**src/include/frs_pkg.sv**
```systemverilog
// Purpose: shared types and constants for the fault reaction state control
// Assumes: 200 MHz internal clock, times kept in ns and turned into cycles
// Notes: least times round up to whole cycles

package frs_pkg;

  // ****************************************
  // clock and timing
  // ****************************************
  localparam int CLK_PERIOD_NS = 5;
  localparam int RESET_DELAY_NS = 10000;
  localparam int HARD_OFF_NS = 100000;
  localparam int SHORT_DETECT_NS = 2000000;
  localparam int SS2_STEP_NS = 25000;
  localparam int RESET_DELAY_CYC = (RESET_DELAY_NS + CLK_PERIOD_NS - 1) / CLK_PERIOD_NS;
  localparam int HARD_OFF_CYC = (HARD_OFF_NS + CLK_PERIOD_NS - 1) / CLK_PERIOD_NS;
  localparam int SHORT_DETECT_CYC = (SHORT_DETECT_NS + CLK_PERIOD_NS - 1) / CLK_PERIOD_NS;
  localparam int SS2_STEP_CYC = (SS2_STEP_NS + CLK_PERIOD_NS - 1) / CLK_PERIOD_NS;
  localparam int CNT_W = 24;
  localparam int SS2_SEL_W = 2;

  // ****************************************
  // reset values and failure counting
  // ****************************************
  localparam logic [1:0] INIT_FAIL_SOFT = 2'h0;
  localparam logic [1:0] INIT_FAIL_HARD = 2'h1;
  localparam logic [1:0] INIT_FAIL_HOLD = 2'h2;
  localparam logic RESET_OUT_RST = 1'h0;
  localparam logic SAFE_STATE_RST = 1'h0;

  // ****************************************
  // types
  // ****************************************
  typedef enum logic [2:0] {
    ST_INIT, ST_NORMAL, ST_STANDBY, ST_SLEEP, ST_WAKE, ST_FAULT_HOLD
  } frs_state_t;

  typedef enum logic [2:0] {
    PH_IDLE, PH_HARD_OFF, PH_WAIT_RAILS, PH_DELAY, PH_DONE
  } frs_phase_t;

  typedef struct packed {
    logic ctrl;
    logic core;
    logic stby;
  } frs_regen_t;

  localparam frs_regen_t REGEN_OFF = 3'h0;

  // monitor indications, all asynchronous levels, high means fault present
  typedef struct packed {
    logic ctrl_uv;
    logic core_uv;
    logic stby_uv;
    logic ctrl_ov;
    logic ctrl_stg;
    logic ctrl_tsd;
    logic core_ov;
    logic core_stg;
    logic stby_ov;
    logic stby_stg;
    logic vref_ov;
    logic prereg_ov;
    logic prereg_tsd;
    logic prereg_stg;
    logic bias_fail;
    logic mon_tsd;
    logic fuse_fail;
    logic vs_ov;
    logic int_supply;
    logic wwd_ovf;
    logic fwd_ovf;
    logic err_mon;
  } frs_fault_t;

endpackage : frs_pkg

```
**src/design/frs_ctrl.sv**
```systemverilog
// Purpose: fault reaction part of the supply state machine (soft, hard reset, fault hold)
// Assumes: mode requests and init timer come from logic on the same clock
// Notes: monitor indications are asynchronous and pass frs_sync
//
// Operation
// second init timer expiry gives hard reset
// after hard reset release via reset delay
// normal fault: soft reset, controller and core outputs enabled, standby kept
// short undervoltage: delay starts when rails valid
// long undervoltage: init first, then fault hold
// watchdog or error monitor soft reset, delay immediate
// safe one with reset, safe two after delay
// back to normal early keeps safe two high
// standby rail undervoltage moves standby to init
// safe outputs stay low from standby, sleep, wake
// internal supply fault gives hard reset outside fault hold
// sleep fault: soft reset, outputs re-enabled
// wake fault: soft reset, outputs re-enabled
// regulator overvoltage, short or overtemp: fault hold
// reference overvoltage: fault hold
// pre-regulator faults; short only during startup
// third consecutive init failure: fault hold
// bias, monitor overtemp, fuse failure: fault hold
// supply overvoltage: fault hold except standby
// late pre-regulator short only sets flag
// fault hold beats init beats stay
// first init timer expiry gives soft reset
// monitors synchronised, timers count clock cycles

`timescale 1ns/1ps

module frs_ctrl
  import frs_pkg::*;
#(
  parameter int RD_CYC = frs_pkg::RESET_DELAY_CYC,
  parameter int HARD_OFF_CYCLES = frs_pkg::HARD_OFF_CYC,
  parameter int STG_CYC = frs_pkg::SHORT_DETECT_CYC,
  parameter int SS2_CYC = frs_pkg::SS2_STEP_CYC
) (
  input wire logic clk,                                  // internal clock, 200 MHz
  input wire logic rst_b,                                // async reset, active low
  input wire frs_pkg::frs_fault_t fault_pins,            // asynchronous monitor levels
  input wire logic go_normal,                            // request: init or wake to normal
  input wire logic go_standby,                           // request: to standby
  input wire logic go_sleep,                             // request: normal to sleep
  input wire logic go_wake,                              // request: normal or sleep to wake
  input wire logic init_timer_exp,                       // pulse: init timer expired
  input wire logic fault_hold_exit,                      // pulse: leave fault hold
  input wire logic seq_done,                             // power sequencing finished
  input wire logic wd_enable,                            // watchdogs in use
  input wire logic err_enable,                           // error monitoring in use
  input wire frs_pkg::frs_regen_t run_en,                // regulator choice in run states
  input wire logic stby_cfg_on,                          // stored standby regulator config
  input wire logic [frs_pkg::SS2_SEL_W-1:0] ss2_sel,     // second safe delay step count
  input wire logic prereg_flag_clr,                      // pulse: clear pre-reg short flag
  output logic reset_output,                             // reset to controller, low = reset
  output logic safe_state_one,                           // first safe state output
  output logic safe_state_two,                           // second safe state output
  output frs_pkg::frs_regen_t reg_en,                    // regulator enables
  output frs_pkg::frs_state_t state,                     // current state
  output frs_pkg::frs_phase_t phase,                     // reset sequence phase
  output logic prereg_short_flag                         // sticky late pre-reg short
);

  // ****************************************
  // synchronised monitors
  // ****************************************
  logic [$bits(frs_fault_t)-1:0] flt_vec;
  frs_fault_t f;

  frs_sync #(.W($bits(frs_fault_t))) u_sync (
    .clk(clk),
    .rst_b(rst_b),
    .async_in(fault_pins),
    .sync_out(flt_vec)
  );

  assign f = frs_fault_t'(flt_vec);

  // ****************************************
  // state registers
  // ****************************************
  frs_state_t state_ff, nxt_state;
  frs_phase_t phase_ff, nxt_phase;
  frs_regen_t reg_en_ff, nxt_reg_en;
  logic [CNT_W-1:0] cnt_ff, nxt_cnt, stg_cnt_ff, nxt_stg_cnt, ss2_cnt_ff, nxt_ss2_cnt;
  logic [1:0] init_fail_ff, nxt_init_fail;
  logic rot_ff, nxt_rot, ss1_ff, nxt_ss1, ss2_ff, nxt_ss2, ss2_pend_ff, nxt_ss2_pend;
  logic pflag_ff, nxt_pflag;

  // ****************************************
  // fault classification
  // ****************************************
  logic uv_any, stg_exp, in_startup, run_st, fh_cause, hard_cause, uv_trig, mon_trig;
  logic timer_soft, soft_cause, prereg_set;

  always_comb begin
    // only rails whose regulator is on may report undervoltage
    uv_any = (f.ctrl_uv & reg_en_ff.ctrl) | (f.core_uv & reg_en_ff.core)
           | (f.stby_uv & reg_en_ff.stby);
    stg_exp = uv_any && (stg_cnt_ff == CNT_W'(STG_CYC - 1));
    in_startup = (state_ff == ST_INIT) && !seq_done;
    run_st = (state_ff == ST_NORMAL) || (state_ff == ST_SLEEP) || (state_ff == ST_WAKE);
    fh_cause = f.ctrl_ov | f.ctrl_stg | f.ctrl_tsd | f.core_ov | f.core_stg
             | f.stby_ov | f.stby_stg
             | f.vref_ov
             | f.prereg_ov | f.prereg_tsd | (f.prereg_stg & in_startup)
             | f.bias_fail | f.mon_tsd | f.fuse_fail
             | (f.vs_ov & (state_ff != ST_STANDBY))
             | stg_exp
             | (init_timer_exp && state_ff == ST_INIT && init_fail_ff == INIT_FAIL_HOLD);
    hard_cause = f.int_supply
               | (init_timer_exp && state_ff == ST_INIT && init_fail_ff == INIT_FAIL_HARD);
    uv_trig = uv_any && (run_st || state_ff == ST_STANDBY);
    mon_trig = run_st && (((f.wwd_ovf | f.fwd_ovf) & wd_enable) | (f.err_mon & err_enable));
    timer_soft = init_timer_exp && state_ff == ST_INIT && init_fail_ff == INIT_FAIL_SOFT;
    soft_cause = uv_trig | mon_trig | timer_soft;
    prereg_set = f.prereg_stg && !in_startup && state_ff != ST_FAULT_HOLD
               && state_ff != ST_STANDBY;
  end

  // ****************************************
  // state, reset sequence and regulators
  // ****************************************
  always_comb begin
    nxt_state = state_ff;
    nxt_phase = phase_ff;
    nxt_cnt = cnt_ff;
    nxt_init_fail = init_fail_ff;
    nxt_reg_en = reg_en_ff;
    // severity order: fault hold, then hard reset, then soft reset
    if (fh_cause && state_ff != ST_FAULT_HOLD) begin
      nxt_state = ST_FAULT_HOLD;
      nxt_phase = PH_IDLE;
      nxt_reg_en = REGEN_OFF;
    end else if (hard_cause && state_ff != ST_FAULT_HOLD) begin
      nxt_state = ST_INIT;
      nxt_phase = PH_HARD_OFF;
      nxt_cnt = CNT_W'(HARD_OFF_CYCLES - 1);
      nxt_reg_en = REGEN_OFF;
      if (state_ff == ST_INIT && init_timer_exp) begin
        nxt_init_fail = init_fail_ff + 2'h1;
      end
    end else if (soft_cause) begin
      nxt_state = ST_INIT;
      nxt_reg_en.ctrl = 1'h1;
      nxt_reg_en.core = 1'h1;
      // standby regulator keeps its present setting on a soft reset
      nxt_reg_en.stby = reg_en_ff.stby;
      if (timer_soft) begin
        nxt_init_fail = init_fail_ff + 2'h1;
      end
      if (mon_trig && !uv_trig) begin
        nxt_phase = PH_DELAY;
        nxt_cnt = CNT_W'(RD_CYC - 1);
      end else begin
        nxt_phase = PH_WAIT_RAILS;
      end
    end else begin
      case (state_ff)
        ST_INIT: begin
          case (phase_ff)
            PH_HARD_OFF: begin
              if (cnt_ff == '0) begin
                // restart: standby regulator restores its stored config
                nxt_phase = PH_WAIT_RAILS;
                nxt_reg_en = '{ctrl: 1'h1, core: 1'h1, stby: stby_cfg_on};
              end else begin
                nxt_cnt = cnt_ff - CNT_W'(1);
              end
            end
            PH_WAIT_RAILS: begin
              if (!uv_any) begin
                nxt_phase = PH_DELAY;
                nxt_cnt = CNT_W'(RD_CYC - 1);
              end
            end
            PH_DELAY: begin
              if (cnt_ff == '0) begin
                nxt_phase = PH_DONE;
              end else begin
                nxt_cnt = cnt_ff - CNT_W'(1);
              end
            end
            PH_DONE: begin
              if (go_normal) begin
                nxt_state = ST_NORMAL;
                nxt_init_fail = INIT_FAIL_SOFT;
                nxt_reg_en = '{ctrl: 1'h1, core: run_en.core, stby: run_en.stby};
              end
            end
            default: begin
              nxt_phase = PH_WAIT_RAILS;
            end
          endcase
        end
        ST_NORMAL, ST_SLEEP, ST_WAKE: begin
          nxt_reg_en = '{ctrl: 1'h1, core: run_en.core, stby: run_en.stby};
          if (go_standby) begin
            nxt_state = ST_STANDBY;
            nxt_phase = PH_IDLE;
            nxt_reg_en = '{ctrl: 1'h0, core: 1'h0, stby: stby_cfg_on};
          end else if (go_normal && state_ff == ST_WAKE) begin
            nxt_state = ST_NORMAL;
          end else if (go_sleep && state_ff == ST_NORMAL) begin
            nxt_state = ST_SLEEP;
          end else if (go_wake && state_ff != ST_WAKE) begin
            nxt_state = ST_WAKE;
          end
        end
        ST_STANDBY: begin
          nxt_reg_en = '{ctrl: 1'h0, core: 1'h0, stby: stby_cfg_on};
        end
        ST_FAULT_HOLD: begin
          nxt_reg_en = REGEN_OFF;
          if (fault_hold_exit && !fh_cause) begin
            nxt_state = ST_INIT;
            nxt_phase = PH_WAIT_RAILS;
            nxt_reg_en = '{ctrl: 1'h1, core: 1'h1, stby: stby_cfg_on};
          end
        end
        default: begin
          nxt_state = ST_FAULT_HOLD;
          nxt_phase = PH_IDLE;
          nxt_reg_en = REGEN_OFF;
        end
      endcase
    end
    nxt_rot = (nxt_phase == PH_DONE) && (nxt_state != ST_FAULT_HOLD)
              && (nxt_state != ST_STANDBY);
  end

  // ****************************************
  // short detection and safe state outputs
  // ****************************************
  always_comb begin
    // a rail must stay low for the full window before it counts as a short
    nxt_stg_cnt = '0;
    if (uv_any && state_ff != ST_FAULT_HOLD && !stg_exp) begin
      nxt_stg_cnt = stg_cnt_ff + CNT_W'(1);
    end
    nxt_ss1 = (nxt_state == ST_NORMAL);
    nxt_ss2 = 1'h0;
    nxt_ss2_pend = 1'h0;
    nxt_ss2_cnt = ss2_cnt_ff;
    if (nxt_state == ST_NORMAL) begin
      nxt_ss2 = 1'h1;
    end else if (state_ff == ST_NORMAL && nxt_state == ST_INIT && nxt_phase != PH_HARD_OFF) begin
      nxt_ss2_cnt = CNT_W'(SS2_CYC) * CNT_W'(ss2_sel);
      nxt_ss2 = (ss2_sel != '0);
      nxt_ss2_pend = (ss2_sel != '0);
    end else if (ss2_pend_ff && nxt_state == ST_INIT && nxt_phase != PH_HARD_OFF) begin
      if (ss2_cnt_ff > CNT_W'(1)) begin
        nxt_ss2 = 1'h1;
        nxt_ss2_pend = 1'h1;
        nxt_ss2_cnt = ss2_cnt_ff - CNT_W'(1);
      end
    end
    nxt_pflag = prereg_set | (pflag_ff & !prereg_flag_clr);
  end

  always_ff @(posedge clk or negedge rst_b) begin
    if (!rst_b) begin
      state_ff <= ST_INIT;
      phase_ff <= PH_WAIT_RAILS;
      cnt_ff <= '0;
      init_fail_ff <= INIT_FAIL_SOFT;
      reg_en_ff <= REGEN_OFF;
      rot_ff <= RESET_OUT_RST;
      stg_cnt_ff <= '0;
      ss1_ff <= SAFE_STATE_RST;
      ss2_ff <= SAFE_STATE_RST;
      ss2_pend_ff <= 1'h0;
      ss2_cnt_ff <= '0;
      pflag_ff <= 1'h0;
    end else begin
      state_ff <= nxt_state;
      phase_ff <= nxt_phase;
      cnt_ff <= nxt_cnt;
      init_fail_ff <= nxt_init_fail;
      reg_en_ff <= nxt_reg_en;
      rot_ff <= nxt_rot;
      stg_cnt_ff <= nxt_stg_cnt;
      ss1_ff <= nxt_ss1;
      ss2_ff <= nxt_ss2;
      ss2_pend_ff <= nxt_ss2_pend;
      ss2_cnt_ff <= nxt_ss2_cnt;
      pflag_ff <= nxt_pflag;
    end
  end

  assign reset_output = rot_ff;
  assign safe_state_one = ss1_ff;
  assign safe_state_two = ss2_ff;
  assign reg_en = reg_en_ff;
  assign state = state_ff;
  assign phase = phase_ff;
  assign prereg_short_flag = pflag_ff;
endmodule : frs_ctrl

```
**src/design/frs_sync.sv**
```systemverilog
// Purpose: three stage synchroniser for a vector of asynchronous levels
// Assumes: each bit is an independent slow level
// Notes: a bit changes once the second and third stages agree

`timescale 1ns/1ps

module frs_sync #(
  parameter int W = 1
) (
  input wire logic clk,              // internal clock
  input wire logic rst_b,            // async reset, active low
  input wire logic [W-1:0] async_in, // levels from outside the clock domain
  output logic [W-1:0] sync_out      // filtered, synchronised levels
);

  logic [W-1:0] s1_ff, s2_ff, s3_ff, out_ff;
  logic [W-1:0] nxt_out;

  // first stage feeds only the second; filter looks at stages two and three
  always_comb begin
    nxt_out = (~(s2_ff ^ s3_ff) & s3_ff) | ((s2_ff ^ s3_ff) & out_ff);
  end

  always_ff @(posedge clk or negedge rst_b) begin
    if (!rst_b) begin
      s1_ff <= '0;
      s2_ff <= '0;
      s3_ff <= '0;
      out_ff <= '0;
    end else begin
      s1_ff <= async_in;
      s2_ff <= s1_ff;
      s3_ff <= s2_ff;
      out_ff <= nxt_out;
    end
  end

  assign sync_out = out_ff;

endmodule : frs_sync

```
**config.mk**
```make
export PLATFORM = sky130hd
export DESIGN_NAME = frs_ctrl
export DESIGN_NICKNAME = d
export VERILOG_FILES = /design/src/include/frs_pkg.sv /design/src/design/frs_ctrl.sv /design/src/design/frs_sync.sv
export SDC_FILE = /design/constraint.sdc
export NUM_CORES = 1
export LEC_CHECK = 0
export ABC_AREA = 1
export BUFFER_PORTS_ARGS = -buffer_cell sky130_fd_sc_hd__buf_2
export CAP_MARGIN = 30
export CELL_PAD_IN_SITES_DETAIL_PLACEMENT = 1
export CELL_PAD_IN_SITES_GLOBAL_PLACEMENT = 2
export CORE_MARGIN = 2
export CORE_UTILIZATION = 25
export DETAILED_ROUTE_END_ITERATION = 16
export PLACE_DENSITY_LB_ADDON = 0.1
export SYNTH_ARGS = -nofsm -noshare
export SYNTH_HDL_FRONTEND = slang
export SYNTH_SLANG_ARGS = --single-unit
export TNS_END_PERCENT = 1
```
**constraint.sdc**
```tcl
create_clock -name clk -period 3.3 [get_ports clk]
set_clock_uncertainty 0.15 [all_clocks]
set_input_delay 0.165 -clock clk [delete_from_list [all_inputs] [get_ports clk]]
set_output_delay 0.165 -clock clk [all_outputs]
set_load 0.05 [all_outputs]
```
==> impl_metrics.ini <==
[critical_path]
path_cells = nor2_4 > nand2_4 > nor2_4 > a21o_1 > nand2_1 > buf_4 > inv_2 > nor3_1 > a31oi_1 > nand3_2 > inv_2 > nand2_1 > and3_1
path_class = reg2reg
critPathBufInv = 3
worstPathRequired_ps = 3490
crit_fanout = 20
crit_path_max_incr_delay_ps = 470
critPathLaunchType = register
critPathArrivalTime_ps = 3070
critPathSlowestCell = dfrtp_1
cp-end-kind = register
cpLargestDelayFamily = simple AND/OR/NAND/NOR gates

[floorplanning]
die_area_um2 = 34980
io-pin-count = 53
coreArea_um2 = 33280
dieHeight_um = 187.0
num_rows = 67
start_util = 0.2516
fp.dieW_um = 187.0

[global_route]
gr-total-overflow = 0
grt_max_degree = 83
grt_pass1_vias = 7293
grtUsageTotal = 0.1456
antenna_found_initial = 0
grt_pass1_wl_mm = 40.01

[sta]
maxSlewViolCount = 0
fin_crit_sh = 0.8722
fmax_ghz = 0.3474
hold_violations = 0
setup_violations = 0
fin_tns_setup_ps = 0
slew-limit-headroom = 0.5494
worst_pin_slew_ps = 675.9
fin_crit_ps = 2878
rsz0062_at_grt = false

[drt]
firstDrtPassIters = 4
drc_errors = 0
drt-vias-per-instance = 4.311
vias = 6622
drt-initial-drc-count = 185
wirelength_mm = 23.40
wl_per_cell_um = 15.24
detail-route-antenna-nets = 0

[yosys]
synthArstFlopShare = 1.000
avgSynthCellArea_um2 = 8.660
synthDistinctLibCells = 52
ys_warn_count = 0
ys_seq_area_frac = 0.5261
syn_nets = 1019
ys_ff_latch = 176
syn_area_um2 = 8374
synth_cells = 967
synth_edf_count = 0
yosys_most_used_dff = dfrtp_1

[clock_network]
cts_tree = built
ctsLongestPathBuffers = 2
htreeDepth = 4
clk_pin_slew_worst_paths_ps = 70
insertion_delay_ps = 450
cts_made_buffers = 17
clock-sinks = 176
cts-root-buf = clkbuf_16

[layout]
drive_gt1_frac = 0.1268
n_antenna_cell = 0
syn2layout_area_growth_pct = 22.32
final_util = 0.3078
fin_nets = 1127
fin_area_um2 = 10240

[placed_design]
dpl_cell_area_um2 = 9318
dp_hpwl_mm = 16.98
port-buffer-count = 51
gp_congestion = 0.7183

[run_status]
status = finished clean

[pwr]
peakVddDrop_uv = 385.8
p_total_mw = 8.114
power.density_nw_per_um2 = 792.1
p_leak_nw = 4.861

[hold_path]
hp-class = in2reg

[run]
drv_cap = 0
[worst register-to-register path, stage by stage (launching register included)]
cell and delay (ps):
dfrtp_1 470, nor2_4 180, nand2_4 120, nor2_4 140, a21o_1 130, nand2_1 130, buf_4 200, inv_2 150
nor3_1 60, a31oi_1 190, nand3_2 100, inv_2 280, nand2_1 230, and3_1 240
[worst paths after layout]
path	startpoint	endpoint	slack, ps	cells after the start
max	state[1]$_DFF_PN0_	cnt_ff[13]$_DFFE_PN0P_	420	13
min	stby_cfg_on	reg_en[0]$_DFFE_PN0P_	70	5
max reg2reg	state[1]$_DFF_PN0_	cnt_ff[13]$_DFFE_PN0P_	420	13
min reg2reg	u_sync.s1_ff[0]$_DFF_PN0_	u_sync.s2_ff[0]$_DFF_PN0_	200	0
max in group asynchronous	rst_b	phase[1]$_DFF_PN1_	2000	3
min in group asynchronous	rst_b	u_sync.s3_ff[12]$_DFF_PN0_	200	2
[Yosys cell counts (2+ instances only)]
cell type    n  area (um^2)
dfrtp_1    175         4379
o31ai_1      5        37.54
nand3_2      2        20.02
xor2_1      17        148.9
buf_6        4        45.04
nor2_4       3        33.78
a21boi_0     2        15.01
nor4_1       7        43.79
nor3_1      30        150.1
nand2_1    208        780.8
a21oi_1     30        150.1
o22ai_1      2        12.51
inv_4        2        12.51
o21a_1       7        52.55
nand2_4      2        22.52
nor3b_1      3        22.52
and3_1       3        18.77
inv_2        5        18.77
clkbuf_1     3        11.26
o21ai_0     39        195.2
buf_4        5        37.54
inv_1      111        416.7
nor2_2       2        12.51
o211ai_1     5        37.54
o211a_1      2        20.02
maj3_1      22        220.2
or2_2        2        12.51
a21o_1       2        15.01
nand2_2     11        68.82
ha_1        12        150.1
nand3_1     57        285.3
xnor2_1      9        78.83
nand3b_1     6        45.04
nand4_1     14        87.58
nor2_1     126        473.0
o21ai_1     14        70.07
a31oi_1      3        18.77
[layout by cell type (no fill, tap or decap), drive strengths merged, types with 7 or more instances in the layout]
master | netlist | final
dlygate4sd3 | 0 | 29
o21a | 7 | 7
nor4 | 7 | 7
ha | 12 | 12
nand4 | 15 | 15
dfrtp | 175 | 175
xnor2 | 9 | 9
o21ai | 53 | 53
clkbuf | 4 | 19
buf | 10 | 73
nand2 | 221 | 221
nor3 | 30 | 30
nand3 | 60 | 60
nor2 | 131 | 131
a21oi | 30 | 30
inv | 118 | 125
xor2 | 17 | 17
maj3 | 22 | 22
[timing repair]
item	in CTS	in global routing
hold endpoints to repair	108	0
endpoints found under the setup margin	0	6
setup buffers	0	0
hold buffers	29	0
gates resized for setup	0	1
[metal layers]
metal	GRT usage	share of wire
met4	0.03663	0.0091
met5	0	0
met2	0.2301	0.45
met3	0.03433	0.026
met1	0.2009	0.51
[through the flow]
step | hold WS [ps] | cells | setup slack, ps
detailed placement | 110.0 | 1475 | 298.4
finish | 72.84 | 1536 | 421.7
CTS | 43.63 | 1536 | 296.3
floorplan | -280.6 | 967 | 679.2
global route | 96.86 | 1536 | 21.70
global placement | 113.0 | 1475 | 345.0
[area by class of cell]
cell class / instances / area, um^2
Clock buffer: 18 / 439.2
Clock inverter: 14 / 191.4
Fill cell: 3915 / 23040
Inverter: 119 / 451.7
Multi-Input combinational cell: 658 / 3418
Sequential cell: 176 / 4405
Tap cell: 448 / 560.5
Timing Repair Buffer: 103 / 777.0
[power breakdown]
part           switching, mW  total (mW)  internal, mW
Clock                   1.01        2.19          1.18
Combinational           2.10        3.16          1.06
Sequential             0.299        2.76          2.46
Total                   3.40        8.11          4.71
[cells by family after synthesis]
group,synth area share
compound gates,0.08053
flops,0.5261
xor+xnor,0.02719
buf+inv,0.06634
simple gates,0.2556
fa+ha+maj,0.04422
Power figures use the tool's default switching activity.
